### src/design/hv_wake_consts.vh
/*
 Timing counts, field codes and mode codes for the wake input monitor.
 Assumes a 250 MHz system clock; included by the wake monitor module only.
*/
// Overview of operation
// - Both edges of each pin are wake events
// - Interrupt in Normal/Stop, wake in Sleep/Fail-Safe
// - Static senses always, cyclic only in window
// - Accept wake only if stable through filter
// - Detect field selects static/cyclic and filter
// - Pull field: none, down, up, automatic
// - Automatic: pull follows detected pin level
// - Per-pin wake enable bit gates wake
// - Wake sets own source flag, readable always
// - Level status shows level or sampled level
// - Fail outputs as wakes: fixed short filter
// - Measurement off after reset, switch open
// - Switch closes only in Normal when enabled
// - Measurement gates pins 1,2 and pulls
// - Pin 1,2 settings kept but ignored
// - No status updates for pins 1,2
// - Sleep with only pins 1,2 fails, restarts
// - Short filter between 12 and 20 us
`ifndef HV_WAKE_CONSTS_VH
`define HV_WAKE_CONSTS_VH
`define CLK_MHZ 250
`define FILT_SHORT_US 16
`define FILT_LONG_US 64
`define FILT_SHORT_CYC (`FILT_SHORT_US * `CLK_MHZ)
`define FILT_LONG_CYC (`FILT_LONG_US * `CLK_MHZ)
`define DET_STATIC_SHORT 2'h0
`define DET_STATIC_LONG 2'h1
`define DET_CYCLIC_T1 2'h2
`define DET_CYCLIC_T2 2'h3
`define PULL_NONE 2'h0
`define PULL_DOWN 2'h1
`define PULL_UP 2'h2
`define PULL_AUTO 2'h3
`define MODE_NORMAL 3'h0
`define MODE_STOP 3'h1
`define MODE_SLEEP 3'h2
`define MODE_FAILSAFE 3'h3
`define FILTER_CNT_W 15
`endif

### src/design/hv_wake_input_monitor.v
/*
 Wake input monitor for three high-voltage wake pins and two fail outputs used as wakes.
 Assumes comparator outputs arrive asynchronously, timer windows and mode come from the same clock.
*/
`timescale 1ns/1ns
`include "hv_wake_consts.vh"
module hv_wake_input_monitor #(
	parameter FILT_SHORT = `FILT_SHORT_CYC,
	parameter FILT_LONG = `FILT_LONG_CYC
) (
	input wire i_sys_clk,
	input wire i_reset,
	input wire [2:0] i_wake_pin,
	input wire [1:0] i_fail_output_wake,
	input wire [1:0] i_fail_output_wake_enable,
	input wire [2:0] i_wake_enable_control,
	input wire [5:0] i_detect_filter_control,
	input wire [5:0] i_pull_current_control,
	input wire i_measure_enable,
	input wire [2:0] i_mode,
	input wire i_timer_one_window,
	input wire i_timer_two_window,
	input wire i_sleep_command,
	input wire i_clear_status_a,
	input wire i_clear_status_b,
	output reg [2:0] o_wake_source_status_a,
	output reg [1:0] o_wake_source_status_b,
	output reg [2:0] o_pin_level_status,
	output reg [2:0] o_pull_up_on,
	output reg [2:0] o_pull_down_on,
	output reg o_measurement_switch,
	output reg o_wake_interrupt,
	output reg o_wake_up,
	output reg o_spi_fail,
	output reg o_restart
);
// ==========================================
// Local sizes and filter limits
localparam NUM_IN = 5;
localparam NUM_PIN = 3;
localparam [`FILTER_CNT_W-1:0] LIM_SHORT = FILT_SHORT[`FILTER_CNT_W-1:0];
localparam [`FILTER_CNT_W-1:0] LIM_LONG = FILT_LONG[`FILTER_CNT_W-1:0];

// ==========================================
// Input synchronisers and filter state
reg [4:0] sync1;
reg [4:0] sync2;
reg [4:0] sync3;
reg [4:0] stable;
reg [4:0] accepted;
reg [4:0] pending;
reg [4:0] wake_evt;
reg [`FILTER_CNT_W-1:0] cnt [0:4];
integer k;
integer j;
integer m;

wire [4:0] raw_in = {i_fail_output_wake, i_wake_pin};
wire meas = i_measure_enable;

// Measurement takes pins one and two away from wake processing
wire [4:0] gated = {3'h0, meas, meas};

// Second and third stage agree: the level counts
wire [4:0] agree = ~(sync2 ^ sync3);
wire [4:0] crossing = agree & (sync3 ^ stable) & ~gated;

// ==========================================
// Field decoding
function [1:0] det_of;
	input integer p;
	begin
		if (p < NUM_PIN) begin
			det_of = i_detect_filter_control[2*p +: 2];
		end else begin
			det_of = `DET_STATIC_SHORT;
		end
	end
endfunction

function [`FILTER_CNT_W-1:0] filt_limit;
	input [1:0] dsel;
	begin
		if (dsel == `DET_STATIC_LONG) begin
			filt_limit = LIM_LONG;
		end else begin
			filt_limit = LIM_SHORT;
		end
	end
endfunction

function active_window;
	input [1:0] dsel;
	begin
		case (dsel)
			`DET_CYCLIC_T1: begin
				active_window = i_timer_one_window;
			end
			`DET_CYCLIC_T2: begin
				active_window = i_timer_two_window;
			end
			default: begin
				active_window = 1'b1;
			end
		endcase
	end
endfunction

function [1:0] pull_of;
	input integer p;
	begin
		pull_of = i_pull_current_control[2*p +: 2];
	end
endfunction

// ==========================================
// Three-stage synchroniser
always @(posedge i_sys_clk or posedge i_reset) begin
	if (i_reset) begin
		sync1 <= 5'h00;
		sync2 <= 5'h00;
		sync3 <= 5'h00;
	end else begin
		sync1 <= raw_in;
		sync2 <= sync1;
		sync3 <= sync2;
	end
end

// ==========================================
// Glitch filters, one counter per input
always @(posedge i_sys_clk or posedge i_reset) begin
	if (i_reset) begin
		stable <= 5'h00;
		accepted <= 5'h00;
		pending <= 5'h00;
		wake_evt <= 5'h00;
		for (k = 0; k < NUM_IN; k = k + 1) begin
			cnt[k] <= {`FILTER_CNT_W{1'b0}};
		end
	end else begin
		for (k = 0; k < NUM_IN; k = k + 1) begin
			wake_evt[k] <= 1'b0;
			if (gated[k]) begin
				pending[k] <= 1'b0;
				cnt[k] <= {`FILTER_CNT_W{1'b0}};
			end else if (crossing[k]) begin
				stable[k] <= sync3[k];
				pending[k] <= active_window(det_of(k));
				cnt[k] <= {`FILTER_CNT_W{1'b0}};
			end else if (pending[k] && agree[k]) begin
				if (cnt[k] >= filt_limit(det_of(k)) - 1'b1) begin
					pending[k] <= 1'b0;
					accepted[k] <= stable[k];
					// A glitch that returns to the accepted level is no wake
					wake_evt[k] <= (stable[k] != accepted[k]);
				end else begin
					cnt[k] <= cnt[k] + 1'b1;
				end
			end
		end
	end
end

// ==========================================
// Wake qualification and mode decoding
wire [2:0] pin_en = i_wake_enable_control & {1'b1, ~meas, ~meas};
wire [2:0] pin_wake = wake_evt[2:0] & pin_en;
wire [1:0] fo_wake = wake_evt[4:3] & i_fail_output_wake_enable;
wire any_wake = (|pin_wake) | (|fo_wake);
wire low_power = (i_mode == `MODE_SLEEP) || (i_mode == `MODE_FAILSAFE);
wire run_mode = (i_mode == `MODE_NORMAL) || (i_mode == `MODE_STOP);

// Pins one and two are the only wake sources left
wire only_pins_12 = (|i_wake_enable_control[1:0]) && !i_wake_enable_control[2]
	&& !(|i_fail_output_wake_enable);
wire sleep_fault = i_sleep_command && meas && only_pins_12;

// ==========================================
// Wake source status, first set
always @(posedge i_sys_clk or posedge i_reset) begin
	if (i_reset) begin
		o_wake_source_status_a <= 3'h0;
	end else begin
		// A new wake wins over a clear in the same cycle
		o_wake_source_status_a <= (o_wake_source_status_a & ~{3{i_clear_status_a}}) | pin_wake;
	end
end

// ==========================================
// Wake source status, second set
always @(posedge i_sys_clk or posedge i_reset) begin
	if (i_reset) begin
		o_wake_source_status_b <= 2'h0;
	end else begin
		o_wake_source_status_b <= (o_wake_source_status_b & ~{2{i_clear_status_b}}) | fo_wake;
	end
end

// ==========================================
// Pin level status
always @(posedge i_sys_clk or posedge i_reset) begin
	if (i_reset) begin
		o_pin_level_status <= 3'h0;
	end else begin
		for (j = 0; j < NUM_PIN; j = j + 1) begin
			if (run_mode && !gated[j]) begin
				o_pin_level_status[j] <= stable[j];
			end
		end
	end
end

// ==========================================
// Pull current sources
always @(posedge i_sys_clk or posedge i_reset) begin
	if (i_reset) begin
		o_pull_up_on <= 3'h0;
		o_pull_down_on <= 3'h0;
	end else begin
		for (m = 0; m < NUM_PIN; m = m + 1) begin
			if (gated[m]) begin
				o_pull_up_on[m] <= 1'b0;
				o_pull_down_on[m] <= 1'b0;
			end else begin
				case (pull_of(m))
					`PULL_DOWN: begin
						o_pull_up_on[m] <= 1'b0;
						o_pull_down_on[m] <= 1'b1;
					end
					`PULL_UP: begin
						o_pull_up_on[m] <= 1'b1;
						o_pull_down_on[m] <= 1'b0;
					end
					`PULL_AUTO: begin
						o_pull_up_on[m] <= stable[m];
						o_pull_down_on[m] <= ~stable[m];
					end
					default: begin
						o_pull_up_on[m] <= 1'b0;
						o_pull_down_on[m] <= 1'b0;
					end
				endcase
			end
		end
	end
end

// ==========================================
// Measurement switch
always @(posedge i_sys_clk or posedge i_reset) begin
	if (i_reset) begin
		o_measurement_switch <= 1'b0;
	end else begin
		o_measurement_switch <= meas && (i_mode == `MODE_NORMAL);
	end
end

// ==========================================
// Interrupt and wake pulses
always @(posedge i_sys_clk or posedge i_reset) begin
	if (i_reset) begin
		o_wake_interrupt <= 1'b0;
		o_wake_up <= 1'b0;
	end else begin
		o_wake_interrupt <= any_wake && run_mode;
		o_wake_up <= any_wake && low_power;
	end
end

// ==========================================
// Sleep refused while only measured pins could wake
always @(posedge i_sys_clk or posedge i_reset) begin
	if (i_reset) begin
		o_spi_fail <= 1'b0;
		o_restart <= 1'b0;
	end else begin
		o_spi_fail <= sleep_fault;
		o_restart <= sleep_fault;
	end
end

endmodule

### config.mk
export PLATFORM = sky130hd
export DESIGN_NAME = hv_wake_input_monitor
export DESIGN_NICKNAME = d
export VERILOG_FILES = /design/src/design/hv_wake_input_monitor.v
export VERILOG_INCLUDE_DIRS = /design/src /design/src/design
export SDC_FILE = /design/constraint.sdc
export NUM_CORES = 1
export LEC_CHECK = 0
export BUFFER_PORTS_ARGS = -buffer_cell sky130_fd_sc_hd__buf_2
export CAP_MARGIN = 30
export CELL_PAD_IN_SITES_DETAIL_PLACEMENT = 1
export CELL_PAD_IN_SITES_GLOBAL_PLACEMENT = 1
export CORE_ASPECT_RATIO = 1.25
export CORE_UTILIZATION = 30
export CTS_CLUSTER_DIAMETER = 30
export DETAILED_ROUTE_END_ITERATION = 8
export HOLD_SLACK_MARGIN = 0.15
export PLACE_DENSITY = 0.53
export SYNTH_ARGS = -nofsm -noshare
export SYNTH_HDL_FRONTEND = slang
export SYNTH_SLANG_ARGS = --single-unit
### constraint.sdc
create_clock -name i_sys_clk -period 5.4 [get_ports i_sys_clk]
set_input_delay 0.54 -clock i_sys_clk [delete_from_list [all_inputs] [get_ports i_sys_clk]]
set_output_delay 0.54 -clock i_sys_clk [all_outputs]
set_load 0.02 [all_outputs]
; ---- Word level (Yosys, flattened, before mapping)
; Cells that the tools add are included.
[totals]
ff_bits = 128
out_inout_bits = 19
word_cells = 263
in_bits = 33
[op_classes]
add_sub_neg = 10
muxes = 102
n_reduce_logical = 50
n_eq_ne = 37
magnitude_cmp = 5
bitwise = 25
[ops]
columns = cell, n
row1 = $mux W15, 29
row2 = $add A15 B1 Y15 const B, 5
row3 = $ge A15 B15 Y1, 5
row4 = $sub A15 B1 Y15 const B, 5
row5 = $mux W14, 5
row6 = $mux W1, 38
row7 = $mux W2, 19
row8 = $eq A2 B2 Y1 const B, 16
row9 = $reduce_and A2 Y1, 12
row10 = $pmux W1 S2, 11
row11 = $eq A2 B1 Y1 const B, 8
row12 = $logic_and A1 B1 Y1, 13
row13 = $reduce_bool A2 Y1, 6
row14 = $reduce_bool A3 Y1, 4
row15 = $and A5 B5 Y5, 2
row16 = $xor A5 B5 Y5, 2
row17 = $and A3 B3 Y3, 3
row18 = $not A1 Y1, 9
row19 = $reduce_and A3 Y1, 3
row20 = $reduce_and A4 Y1, 2
row21 = $eq A3 B2 Y1 const B, 2
row22 = $ne A2 B2 Y1 const B, 3
row23 = $ne A3 B3 Y1 const B, 2
row24 = $reduce_or A2 Y1, 3
row25 = 14 further kinds, 22

; ---- Logic depth before layout (Yosys ltp)
; Gate-level depths: netlist of the first run.
[depth]
depth_word = 17
depth_mapped = 9
mapped_depth_nobuf = 8

; ---- Least setup slack after synthesis of the first run
; No wires, ideal clock.
[synth_path]
path_type = input to register
startpoint = input i_detect_filter_control[5]
endpoint = register cnt[30] (netlist name)
t_required_ps = 5275
setup_time_ps = 125
arrival_time_ps = 2273
path_slack_ps = 3002
cell_stages = 8
n_path_buf = 1
cell_sequence = nand2b_1 ha_1 nand4b_1 a211o_1 a2bb2oi_2 buf_2 nor2_1 mux2_2
[synth_between]
elab_chain_len = 10
[synth_lines]
columns = item, line_no
row1 = "start, declared", hv_wake_input_monitor.v:17  ; input wire [5:0] i_detect_filter_control,
row2 = $mux W2, hv_wake_input_monitor.v:151  ; end else if (pending[k] && agree[k]) begin
row3 = $mux W2, hv_wake_input_monitor.v:147  ; end else if (crossing[k]) begin
row4 = $eq A2 B1 Y1 (no line), -
row5 = $mux W14, hv_wake_input_monitor.v:84  ; if (dsel == `DET_STATIC_LONG) begin
row6 = $mux W15, hv_wake_input_monitor.v:151
row7 = $mux W15, hv_wake_input_monitor.v:147
row8 = $sub A15 B1 Y15, hv_wake_input_monitor.v:152  ; if (cnt[k] >= filt_limit(det_of(k)) - 1'b1) begin
row9 = $ge A15 B15 Y1, hv_wake_input_monitor.v:152
row10 = $ne A2 B2 Y1 (no line), -
row11 = $reduce_and A2 Y1 (no line), -
row12 = "end signal, assigned by index", hv_wake_input_monitor.v:146  ; cnt[k] <= {`FILTER_CNT_W{1'b0}};
row13 = "end signal, assigned by index", hv_wake_input_monitor.v:150  ; cnt[k] <= {`FILTER_CNT_W{1'b0}};
row14 = "end signal, assigned by index", hv_wake_input_monitor.v:158  ; cnt[k] <= cnt[k] + 1'b1;
row15 = "end, declared", hv_wake_input_monitor.v:53  ; reg [`FILTER_CNT_W-1:0] cnt [0:4];
; No other way between the ends. The select of a mux whose other input is x is not followed.
; A chain may end at the register's enable or synchronous reset.

; ---- Worst setup path in the final report of the first run
[layout_path]
startpoint = input i_detect_filter_control[5]
endpoint = register cnt[43] (netlist name)
; Same word-level chain as after synthesis.

==> results.cfg, run 1 <==
[layout]
regArea_mm2 = 0.00320
n_antenna_cell = 0
drive_gt1_share_pct = 16.4
syn2layout_area_growth_pct = 19.8
multiInputGateArea_mm2 = 0.00289
nFillCells = 2310
finish.net_count = 727

[routing]
wire_per_inst_um = 16.2
vias = 4831
drt_iter0_drc = 232
drc_errors = 0
viasPerCell = 5.04
drt-pass1-iter-count = 4
postRouteAntennaNets = 0
drt_wl_total_um = 15500

[clock_network]
htree_levels = 4
insertion_delay_ps = 420
path_clk_slew_ps = 60
ctsHoldBuffers = 0
cts_resized = 0
clock-root-buffer = clkbuf_16
cts_buffers = 17
cts_tree = built
cts_setup_buffers = 0
cts_buffer_depth = 2
cts_sinks = 128

[timing]
grt_setup_unrepaired = no
skew_ps = 8.85
tightest_slew_ps = 904
layout_worst_path_cycle_share_pct = 47.7
drv_slew = 0
setup_violations = 0
timing_hold_violations_final = 0
finalCriticalPeriod_ps = 2570
max_freq_ghz = 0.388
fin_tns_setup_ps = 0
slew_headroom_pct = 39.3
hold_slack_ps = 165

[global_route]
grt_overflow = 0
first_global_vias = 5242
grt_max_degree = 48
antenna_found_initial = 0
grtUsageTotal_pct = 16.0
grt_pass1_wl_um = 26900

[critical_path]
critPathMaxFanout = 19
cp.required_ps = 5760
r2r-end = cnt[43]
r2r-start = cnt[36]
startpoint_type = input port
crit_arrival_ps = 2930
endpoint_kind = flip-flop
critical_path_class = in2reg
reg2regPathDepth = 7
crit_end = cnt[43]
crit_path_start = i_detect_filter_control[5]
regToRegSetupSlack_ps = 2880

[pwr]
powerDensity_mw_per_mm2 = 349
vdd_ir_drop_max_mv = 0.220
leakage_nw = 3.32

[synthesis]
syn_nets = 669
synth_edf_count = 0
synth_cells = 619
synthDistinctLibCells = 70
ys_seq_area_share_pct = 51.1
yosysWarnings = 0
synth_flop_cell = dfrtp_1
synthArstFlopShare_pct = 100
avgSynthCellArea_um2 = 10.1
syn-cell-area_mm2 = 0.00626
ys_ff_latch = 128

[placement]
hpwl_um = 11200
port_buffers = 51
place_congestion = 0.784

[floorplanning]
row_count = 58
fp.coreArea_mm2 = 0.0203
ios = 52
fp.dieW_um = 131
dieArea_mm2 = 0.0215
start_util_pct = 30.8
fp.dieH_um = 164

[job]
maxCapViolations = 0

[hold_path]
hold_path.class = in2async

[outcome]
status = finished, final reports clean
==> layer usage <==
| layer | track usage (%) | up-vias | wire length, um |
|---|---|---|---|
| li1 | - | 2299 | - |
| met1 | 18.9 | 2442 | 6860 |
| met2 | 28.7 | 71 | 8000 |
| met3 | 3.60 | 19 | 443 |
| met4 | 5.03 | 0 | 231 |
| met5 | 0 | - | 0 |
==> flip-flops by register name (all words and copies together), names as in the netlist <==
name,count
sync3,5
sync1,5
o_wake_source_status_b,2
o_pull_down_on,3
wake_evt,5
o_wake_up,1
o_wake_interrupt,1
sync2,5
cnt,75
o_pull_up_on,3
o_restart,1
accepted,5
o_pin_level_status,3
stable,5
pending,5
o_wake_source_status_a,3
o_measurement_switch,1
==> cell usage after synthesis (3+ instances only) <==
cell,count,area (um2)
nor3_1,11,55.1
xor2_1,29,254
and2_1,10,62.6
nor4_1,7,43.8
inv_1,26,97.6
a31oi_1,8,50.1
o21ai_1,4,20.0
or4_1,4,30.0
mux2_2,7,78.8
a21oi_1,28,140
nand4_2,4,50.1
o21ai_0,23,115
and3_1,9,56.3
nand2b_1,7,43.8
nor2_1,94,353
dfrtp_1,128,3200
clkbuf_1,9,33.8
ha_1,17,213
xnor2_1,20,175
a211oi_1,7,52.6
nand2_1,42,158
o211ai_1,4,30.0
nand4_1,18,113
nand3_1,26,130
or2_1,3,18.8
mux2i_1,9,90.1
or3_1,9,56.3
==> critical path, stage by stage <==
cell	delay [ps]
buf_2	110
nand2b_1	250
ha_1	370
nand2_1	60
nor3_1	350
a2bb2oi_2	650
nor2_1	210
a211oi_1	250
a31o_2	140
==> power breakdown <==
part           switching (mW)  total (mW)  internal [mW]  leakage [nW]
Combinational           0.138       0.225         0.0873          1.28
Sequential             0.0610        1.07           1.01          1.70
Clock                   0.423        1.32          0.897         0.336
==> placed cells by master, fill, tap and decap left out, types with 3 or more instances in the layout <==
master | Yosys | final
dfrtp_1 | 128 | 128
nor2_1 | 94 | 94
buf_2 | 2 | 51
nand2_1 | 42 | 42
xor2_1 | 29 | 29
a21oi_1 | 28 | 28
nand3_1 | 26 | 26
inv_1 | 26 | 25
o21ai_0 | 23 | 22
xnor2_1 | 20 | 20
nand4_1 | 18 | 18
ha_1 | 17 | 17
clkbuf_16 | 0 | 17
nor3_1 | 11 | 11
and2_1 | 10 | 10
and3_1 | 9 | 9
or3_1 | 9 | 9
mux2i_1 | 9 | 9
a31oi_1 | 8 | 8
mux2_2 | 7 | 7
nand2b_1 | 7 | 7
a211oi_1 | 7 | 7
nor4_1 | 7 | 7
bufinv_16 | 0 | 6
o21ai_1 | 4 | 5
o211ai_1 | 4 | 4
nand4_2 | 4 | 4
or4_1 | 4 | 4
clkinv_2 | 0 | 4
or2_1 | 3 | 3
clkbuf_8 | 0 | 3
==> metrics by stage <==
stage	instances	util [%]	total power, mW	area, um2	setup WS [ps]
floorplan	619	-	1.23	6260	1450
global placement	927	33.5	1.30	6800	2510
detailed placement	928	33.6	1.32	6830	2390
CTS	959	36.9	2.66	7500	2840
global route	959	36.9	2.74	7500	2620
finish	959	36.9	2.62	7500	2830
==> worst min-delay path by stage <==
stage / startpoint / end / slack [ps] / depth (start not counted)
final: i_reset / cnt[4] / 170 / 2
after global routing: i_fail_output_wake[1] / sync1[4] / 200 / 1
after CTS: i_reset / cnt[0] / 170 / 2
after detailed placement: sync1[2] / sync2[2] / 340 / 0
after global placement: sync1[4] / sync2[4] / 330 / 0
after floorplan: sync1[0] / sync2[0] / 330 / 0
==> layout make-up <==
class	instances	area share [%]
clock buffer	20	6.22
clock inverter	11	2.79
inverter	27	1.38
multi-input combinational	450	38.5
sequential	128	42.7
tap	270	4.50
timing repair buffer	53	3.87
==> cell families after synthesis <==
group,share of synthesized area [%]
AND/OR/NAND/NOR,20.9
XOR/XNOR,6.85
adder cells (fa/ha/maj),3.56
multiplexers,3.30
buffers and inverters,2.68
flip-flops,51.1
AO/OA/AOI/OAI,11.6
Note: power is estimated with default switching activity, not from simulation.
==> run 2: changes to the inputs <==
--- a/config.mk
+++ b/config.mk
@@ -6,6 +6,7 @@
 export SDC_FILE = /design/constraint.sdc
 export NUM_CORES = 1
 export LEC_CHECK = 0
+export ABC_AREA = 1
 export BUFFER_PORTS_ARGS = -buffer_cell sky130_fd_sc_hd__buf_2
 export CAP_MARGIN = 30
 export CELL_PAD_IN_SITES_DETAIL_PLACEMENT = 1
@@ -15,7 +16,7 @@
 export CTS_CLUSTER_DIAMETER = 30
 export DETAILED_ROUTE_END_ITERATION = 8
 export HOLD_SLACK_MARGIN = 0.15
-export PLACE_DENSITY = 0.53
+export PLACE_DENSITY = 0.55
 export SYNTH_ARGS = -nofsm -noshare
 export SYNTH_HDL_FRONTEND = slang
 export SYNTH_SLANG_ARGS = --single-unit
==> constraint.sdc (replaced) <==
create_clock -name i_sys_clk -period 2.4 [get_ports i_sys_clk]
set_input_delay 0.24 -clock i_sys_clk [delete_from_list [all_inputs] [get_ports i_sys_clk]]
set_output_delay 0.24 -clock i_sys_clk [all_outputs]
set_load 0.02 [all_outputs]
==> run 2 against run 1 <==
- die area rose by 16%
- utilization increased by 0.35 points
- clock power up 110%
- final cell count rose by 47%
- total power rose by 150%
- critical endpoint is now cnt[58]
- largest cell class is now multi-input combinational cells
==> results.cfg, run 2 <==
[synthesis]
synth_edf_count = 0
synth_area_leader_cell = dfrtp_1
syn_nets = 1027
synth_area_leaders = dfrtp_1 44%, nand2_1 16%, nor2_1 7.4%
ys_ff_latch = 128
synthArstFlopShare_pct = 100
yosys-top-cells-count = 318 x nand2_1, 143 x nor2_1, 128 x dfrtp_1, 88 x nand3_1, 87 x inv_1
yosysWarnings = 0
synth_cells = 977
ys_seq_area_share_pct = 44.0
synthDistinctLibCells = 37
avgSynthCellArea_um2 = 7.45
synth_top_area_share_pct = 44.0
synth_flop_cell = dfrtp_1
yosysMostFrequentCell = nand2_1
syn-cell-area_mm2 = 0.00728

[routing]
postRouteAntennaNets = 0
vias = 6519
drt_iter0_drc = 189
wire_per_inst_um = 14.4
drt_wl_total_um = 20300
viasPerCell = 4.63
drc_errors = 0
drt-pass1-iter-count = 4

[timing]
fin_tns_setup_ps = 0
drv_slew = 0
skew_ps = 6.33
layout_worst_path_cycle_share_pct = 84.1
setup_violations = 0
grt_setup_unrepaired = no
finalCriticalPeriod_ps = 2020
timing_hold_violations_final = 0
slew_headroom_pct = 54.0
max_freq_ghz = 0.495
tightest_slew_ps = 689
finalWorstSetupSlack_ps = 381

[global_route]
first_global_vias = 7129
grt_pass1_wl_um = 35400
grt_max_degree = 71
grt_overflow = 0
antenna_found_initial = 0
grtUsageTotal_pct = 18.1

[clock_network]
path_clk_slew_ps = 60
htree_levels = 4
cts_tree = built
clock-root-buffer = clkbuf_16
insertion_delay_ps = 420
cts_buffer_depth = 2
cts_setup_buffers = 0
cts_sinks = 128
cts_resized = 0
ctsHoldBuffers = 24
cts_buffers = 17

[pwr]
powerDensity_mw_per_mm2 = 733
leakage_nw = 4.44
finalPower_mw = 6.48
vdd_ir_drop_max_mv = 0.407

[critical_path]
startpoint_type = flip-flop
cp_cell_sequence = ha_1 -> inv_1 -> nor2_1 -> nand2_2 -> nor2_4 -> nand3_2 -> o21ai_2 -> nand2_4 -> nand2_4 -> nand2_1 -> nand2_1
critPathMaxFanout = 15
crit_arrival_ps = 2380
cp_slowest_stage_delay_ps = 450
cp.required_ps = 2760
crit_path_start = cnt[58]
r2r-start = cnt[58]
path_buf_inv = 1
cp_top_family = simple AND/OR/NAND/NOR gates
critical_path.slowest_cell = dfrtp_1
endpoint_kind = flip-flop
critical_path_class = reg2reg

[placement]
place_congestion = 0.758
hpwl_um = 14800
port_buffers = 51
place_ws_ps = 240

[floorplanning]
fp.dieW_um = 141
dieArea_mm2 = 0.0249
fp.dieH_um = 176
row_count = 63
ios = 52
start_util_pct = 30.7
fp.coreArea_mm2 = 0.0237

[layout]
final_util_pct = 37.3
top_register = cnt
drive_gt1_share_pct = 11.4
finish.net_count = 1119
final_cell_mix = 318 x nand2_1, 143 x nor2_1, 128 x dfrtp_1
syn2layout_area_growth_pct = 21.5
final_common_cell = nand2_1
largest_reg_flops = 75

[outcome]
status = finished, final reports clean

[hold_path]
min_from = i_fail_output_wake_enable[0]
hold_path.class = in2reg

[job]
maxCapViolations = 0
[run 2: final timing paths]
kind                       slack (ps)  cells past startpoint                   endpoint
setup / recovery                  380                     11                    cnt[58]
hold / removal                    200                      3  o_wake_source_status_b[0]
setup reg to reg                  380                     11                    cnt[58]
hold reg to reg                   340                      0                   sync2[0]
max in group asynchronous        1570                      4                    cnt[50]
min in group asynchronous         490                      4                   sync3[4]
[run 2: report_power, final]
| part | internal (mW) | total (mW) | switching [mW] |
|---|---|---|---|
| clock | 1.75 | 2.81 | 1.06 |
| combinational | 0.373 | 1.13 | 0.754 |
| sequential | 2.34 | 2.54 | 0.203 |
[run 2: routing by layer]
metal  share of wire (%)  vias to the layer above  GRT usage (%)  wire length [um]
li1                    -                     3309              -                 -
met5                   0                        -              0                 0
met3                 1.9                       14           3.34               388
met1                  47                     3139           22.1              9610
met4                 1.1                        0           5.12               216
met2                  50                       57           32.1             10100
[run 2: worst min-delay path: stages]
cell and delay (ps):
buf_2 110, nand2_1 130, o21ai_0 100
[run 2: final cells by class]
cell class                 instances  area (um2)
sequential                       128        3200
antenna                            1        2.50
clock inverter                    15         210
inverter                          88         334
multi-input combinational        742        3610
clock buffer                      17         425
tap                              325         407
timing repair buffer              92         648
fill                            2916       14900
[run 2: logic make-up (layout without fill, tap and decap cells)]
group / Yosys count / after routing / synth area share (%)
compound gates: 59 / 59 / 4.95
xor+xnor: 46 / 46 / 5.54
fa+ha+maj: 17 / 17 / 2.92
buf+inv: 107 / 212 / 6.33
flops: 128 / 128 / 44.0
other cells: 0 / 1 / 0
simple gates: 620 / 620 / 36.2
[run 2: per-stage QoR]
stage,cells,hold WS (ps),instance area (um2)
6_report,1408,201,8840
5_1_grt,1407,220,8840
4_1_cts,1407,199,8840
3_5_place_dp,1351,336,7960
3_3_place_gp,1351,334,7960
2_1_floorplan,977,271,7280
==> run 3: changes to the inputs <==
--- a/config.mk
+++ b/config.mk
@@ -16,7 +16,7 @@
 export CTS_CLUSTER_DIAMETER = 30
 export DETAILED_ROUTE_END_ITERATION = 8
 export HOLD_SLACK_MARGIN = 0.15
-export PLACE_DENSITY = 0.55
+export PLACE_DENSITY = 0.58
 export SYNTH_ARGS = -nofsm -noshare
 export SYNTH_HDL_FRONTEND = slang
 export SYNTH_SLANG_ARGS = --single-unit
==> constraint.sdc (replaced) <==
create_clock -name i_sys_clk -period 1.7 [get_ports i_sys_clk]
set_input_delay 0.17 -clock i_sys_clk [delete_from_list [all_inputs] [get_ports i_sys_clk]]
set_output_delay 0.17 -clock i_sys_clk [all_outputs]
set_load 0.02 [all_outputs]
==> run 3 against run 2 <==
- the run now ends with negative setup slack left
- maximum frequency rose by 10%
- worst hold slack got worse by 21 ps
- combinational power rose by 100%
- wire length rose by 6.3%
- die area did not move
- sequential power rose by 41%
- global-route usage rose by 0.13 points
- critical path type unchanged
- largest cell class unchanged
- highest routed layer unchanged
==> results.cfg, run 3 (synthesis gave the netlist of run 2 again) <==
[outcome]
status = complete, but fails checks
violations = negative setup slack

[timing]
finalCriticalPeriod_ps = 1840
finalWorstSetupSlack_ps = -135
slew_headroom_pct = 60.2
max_freq_ghz = 0.545
layout_worst_path_cycle_share_pct = 108
setup_violations = 46
tightest_slew_ps = 591
grt_setup_unrepaired = yes
fin_tns_setup_ps = -3690
timing_hold_violations_final = 0
drv_slew = 0
hold_slack_ps = 180
skew_ps = 6.07

[placement]
port_buffers = 51
place_congestion = 0.766
dp.cells = 1427
dpl_cell_area_mm2 = 0.00865
place_ws_ps = -258
hpwl_um = 15700

[floorplanning]
dieArea_mm2 = 0.0249
ios = 52
fp.dieH_um = 176
fp.coreArea_mm2 = 0.0237
start_util_pct = 30.7
row_count = 63
fp.dieW_um = 141

[pwr]
finalPower_mw = 9.56
leakage_nw = 5.20
vdd_ir_drop_max_mv = 0.666
powerDensity_mw_per_mm2 = 946

[routing]
postRouteAntennaNets = 0
drc_errors = 0
viasPerCell = 4.63
vias = 6923
drt_wl_total_um = 21600
drt-pass1-iter-count = 4
wire_per_inst_um = 14.4
drt_iter0_drc = 162

[critical_path]
cp_top_family = simple AND/OR/NAND/NOR gates
cp_slowest_stage_delay_ps = 410
crit_arrival_ps = 2200
critPathMaxFanout = 7
critical_path.slowest_cell = dfrtp_1
endpoint_kind = flip-flop
path_buf_inv = 1
critical_path_class = reg2reg
cp.required_ps = 2060
cp_cell_sequence = ha_4 -> nand2_4 -> nor2_4 -> nand2_4 -> nor2_4 -> nand2_2 -> nand3_4 -> nand2_4 -> nand2_4 -> clkbuf_16 -> nand2_2 -> nand2_1
path_common_cell = nand2_4
startpoint_type = flip-flop

[layout]
stdcell_count = 1494
final_common_cell = nand2_1
finalInstanceArea_mm2 = 0.0101
largest_reg_flops = 75
final_cell_mix = 258 x nand2_1, 134 x nor2_1, 128 x dfrtp_1
syn2layout_area_growth_pct = 38.9
top_register = cnt
nFillCells = 2917
final_util_pct = 42.6
finish.net_count = 1205
drive_gt1_share_pct = 25.6

[global_route]
first_global_vias = 7181
grt_pass1_wl_um = 35500
grt_overflow = 0
grtUsageTotal_pct = 18.2
grt_max_degree = 29
antenna_found_initial = 1

[hold_path]
hold_path.class = in2reg

[job]
maxCapViolations = 0

[clock_network]
insertion_delay_ps = 430
cts_buffers = 17
htree_levels = 4
clock-root-buffer = clkbuf_16
path_clk_slew_ps = 60
cts_tree = built
cts_buffer_depth = 2
cts_sinks = 128
## run 3: cell types whose count changed in the layout (fill, tap and decap cells not counted), sizes merged
| cell | change |
|---|---|
| inv | +10 |
| clkbuf | +2 |
| buf | +82 |
| clkinvlp | -4 |
| bufinv | -3 |
| clkinv | -3 |
| dlygate4sd3 | +1 |
| nand2 | +1 |
## run 3: layer usage
metal | GRT usage (%) | vias up | wire [um]
met4 | 5.43 | 0 | 303
li1 | - | 3489 | -
met1 | 22.4 | 3348 | 9800
met3 | 2.93 | 20 | 414
met2 | 32.4 | 66 | 11100
met5 | 0 | - | 0
## run 3: final timing paths
kind / startpoint / endpoint / slack (ps) / cells past startpoint
min reg2reg: sync1[4] / sync2[4] / 350 / 0
min: i_measure_enable / cnt[52] / 180 / 4
max in group asynchronous: i_reset / cnt[39] / 800 / 4
min in group asynchronous: i_reset / sync1[3] / 330 / 3
max: cnt[43] / cnt[36] / -140 / 12
max reg2reg: cnt[43] / cnt[36] / -140 / 12
## run 3: repair_timing
action	4_1_cts	5_1_grt
pin swaps	8	39
resized for setup	14	118
buffers inserted	3	4
hold buffers	25	0
gates cloned	1	2
setup endpoints to repair	49	68
hold endpoints to repair	62	0
## run 3: power by group
group | switching, mW | total, mW | internal (mW)
logic | 1.37 | 2.26 | 0.890
registers | 0.273 | 3.57 | 3.30
clock network | 1.63 | 3.72 | 2.10
total | 3.27 | 9.56 | 6.28
## run 3: cell type report
cell class	instances	area, um2	share of cell area, %
flip-flops and latches	128	3200	31.7
diodes	1	2.50	0.0248
clock inverters	15	164	1.62
inverters	88	334	3.31
clock buffers	17	425	4.21
repair buffers	177	1450	14.3
multi-input cells	743	4120	40.8
well taps	325	407	4.02
## run 3: worst register-to-register path, stage by stage (launching register included)
cell and delay, ps:
dfrtp_1 410, ha_4 290, nand2_4 50, nor2_4 120, nand2_4 80, nor2_4 140, nand2_2 100, nand3_4 110
nand2_4 80, nand2_4 110, clkbuf_16 170, nand2_2 50, nand2_1 50
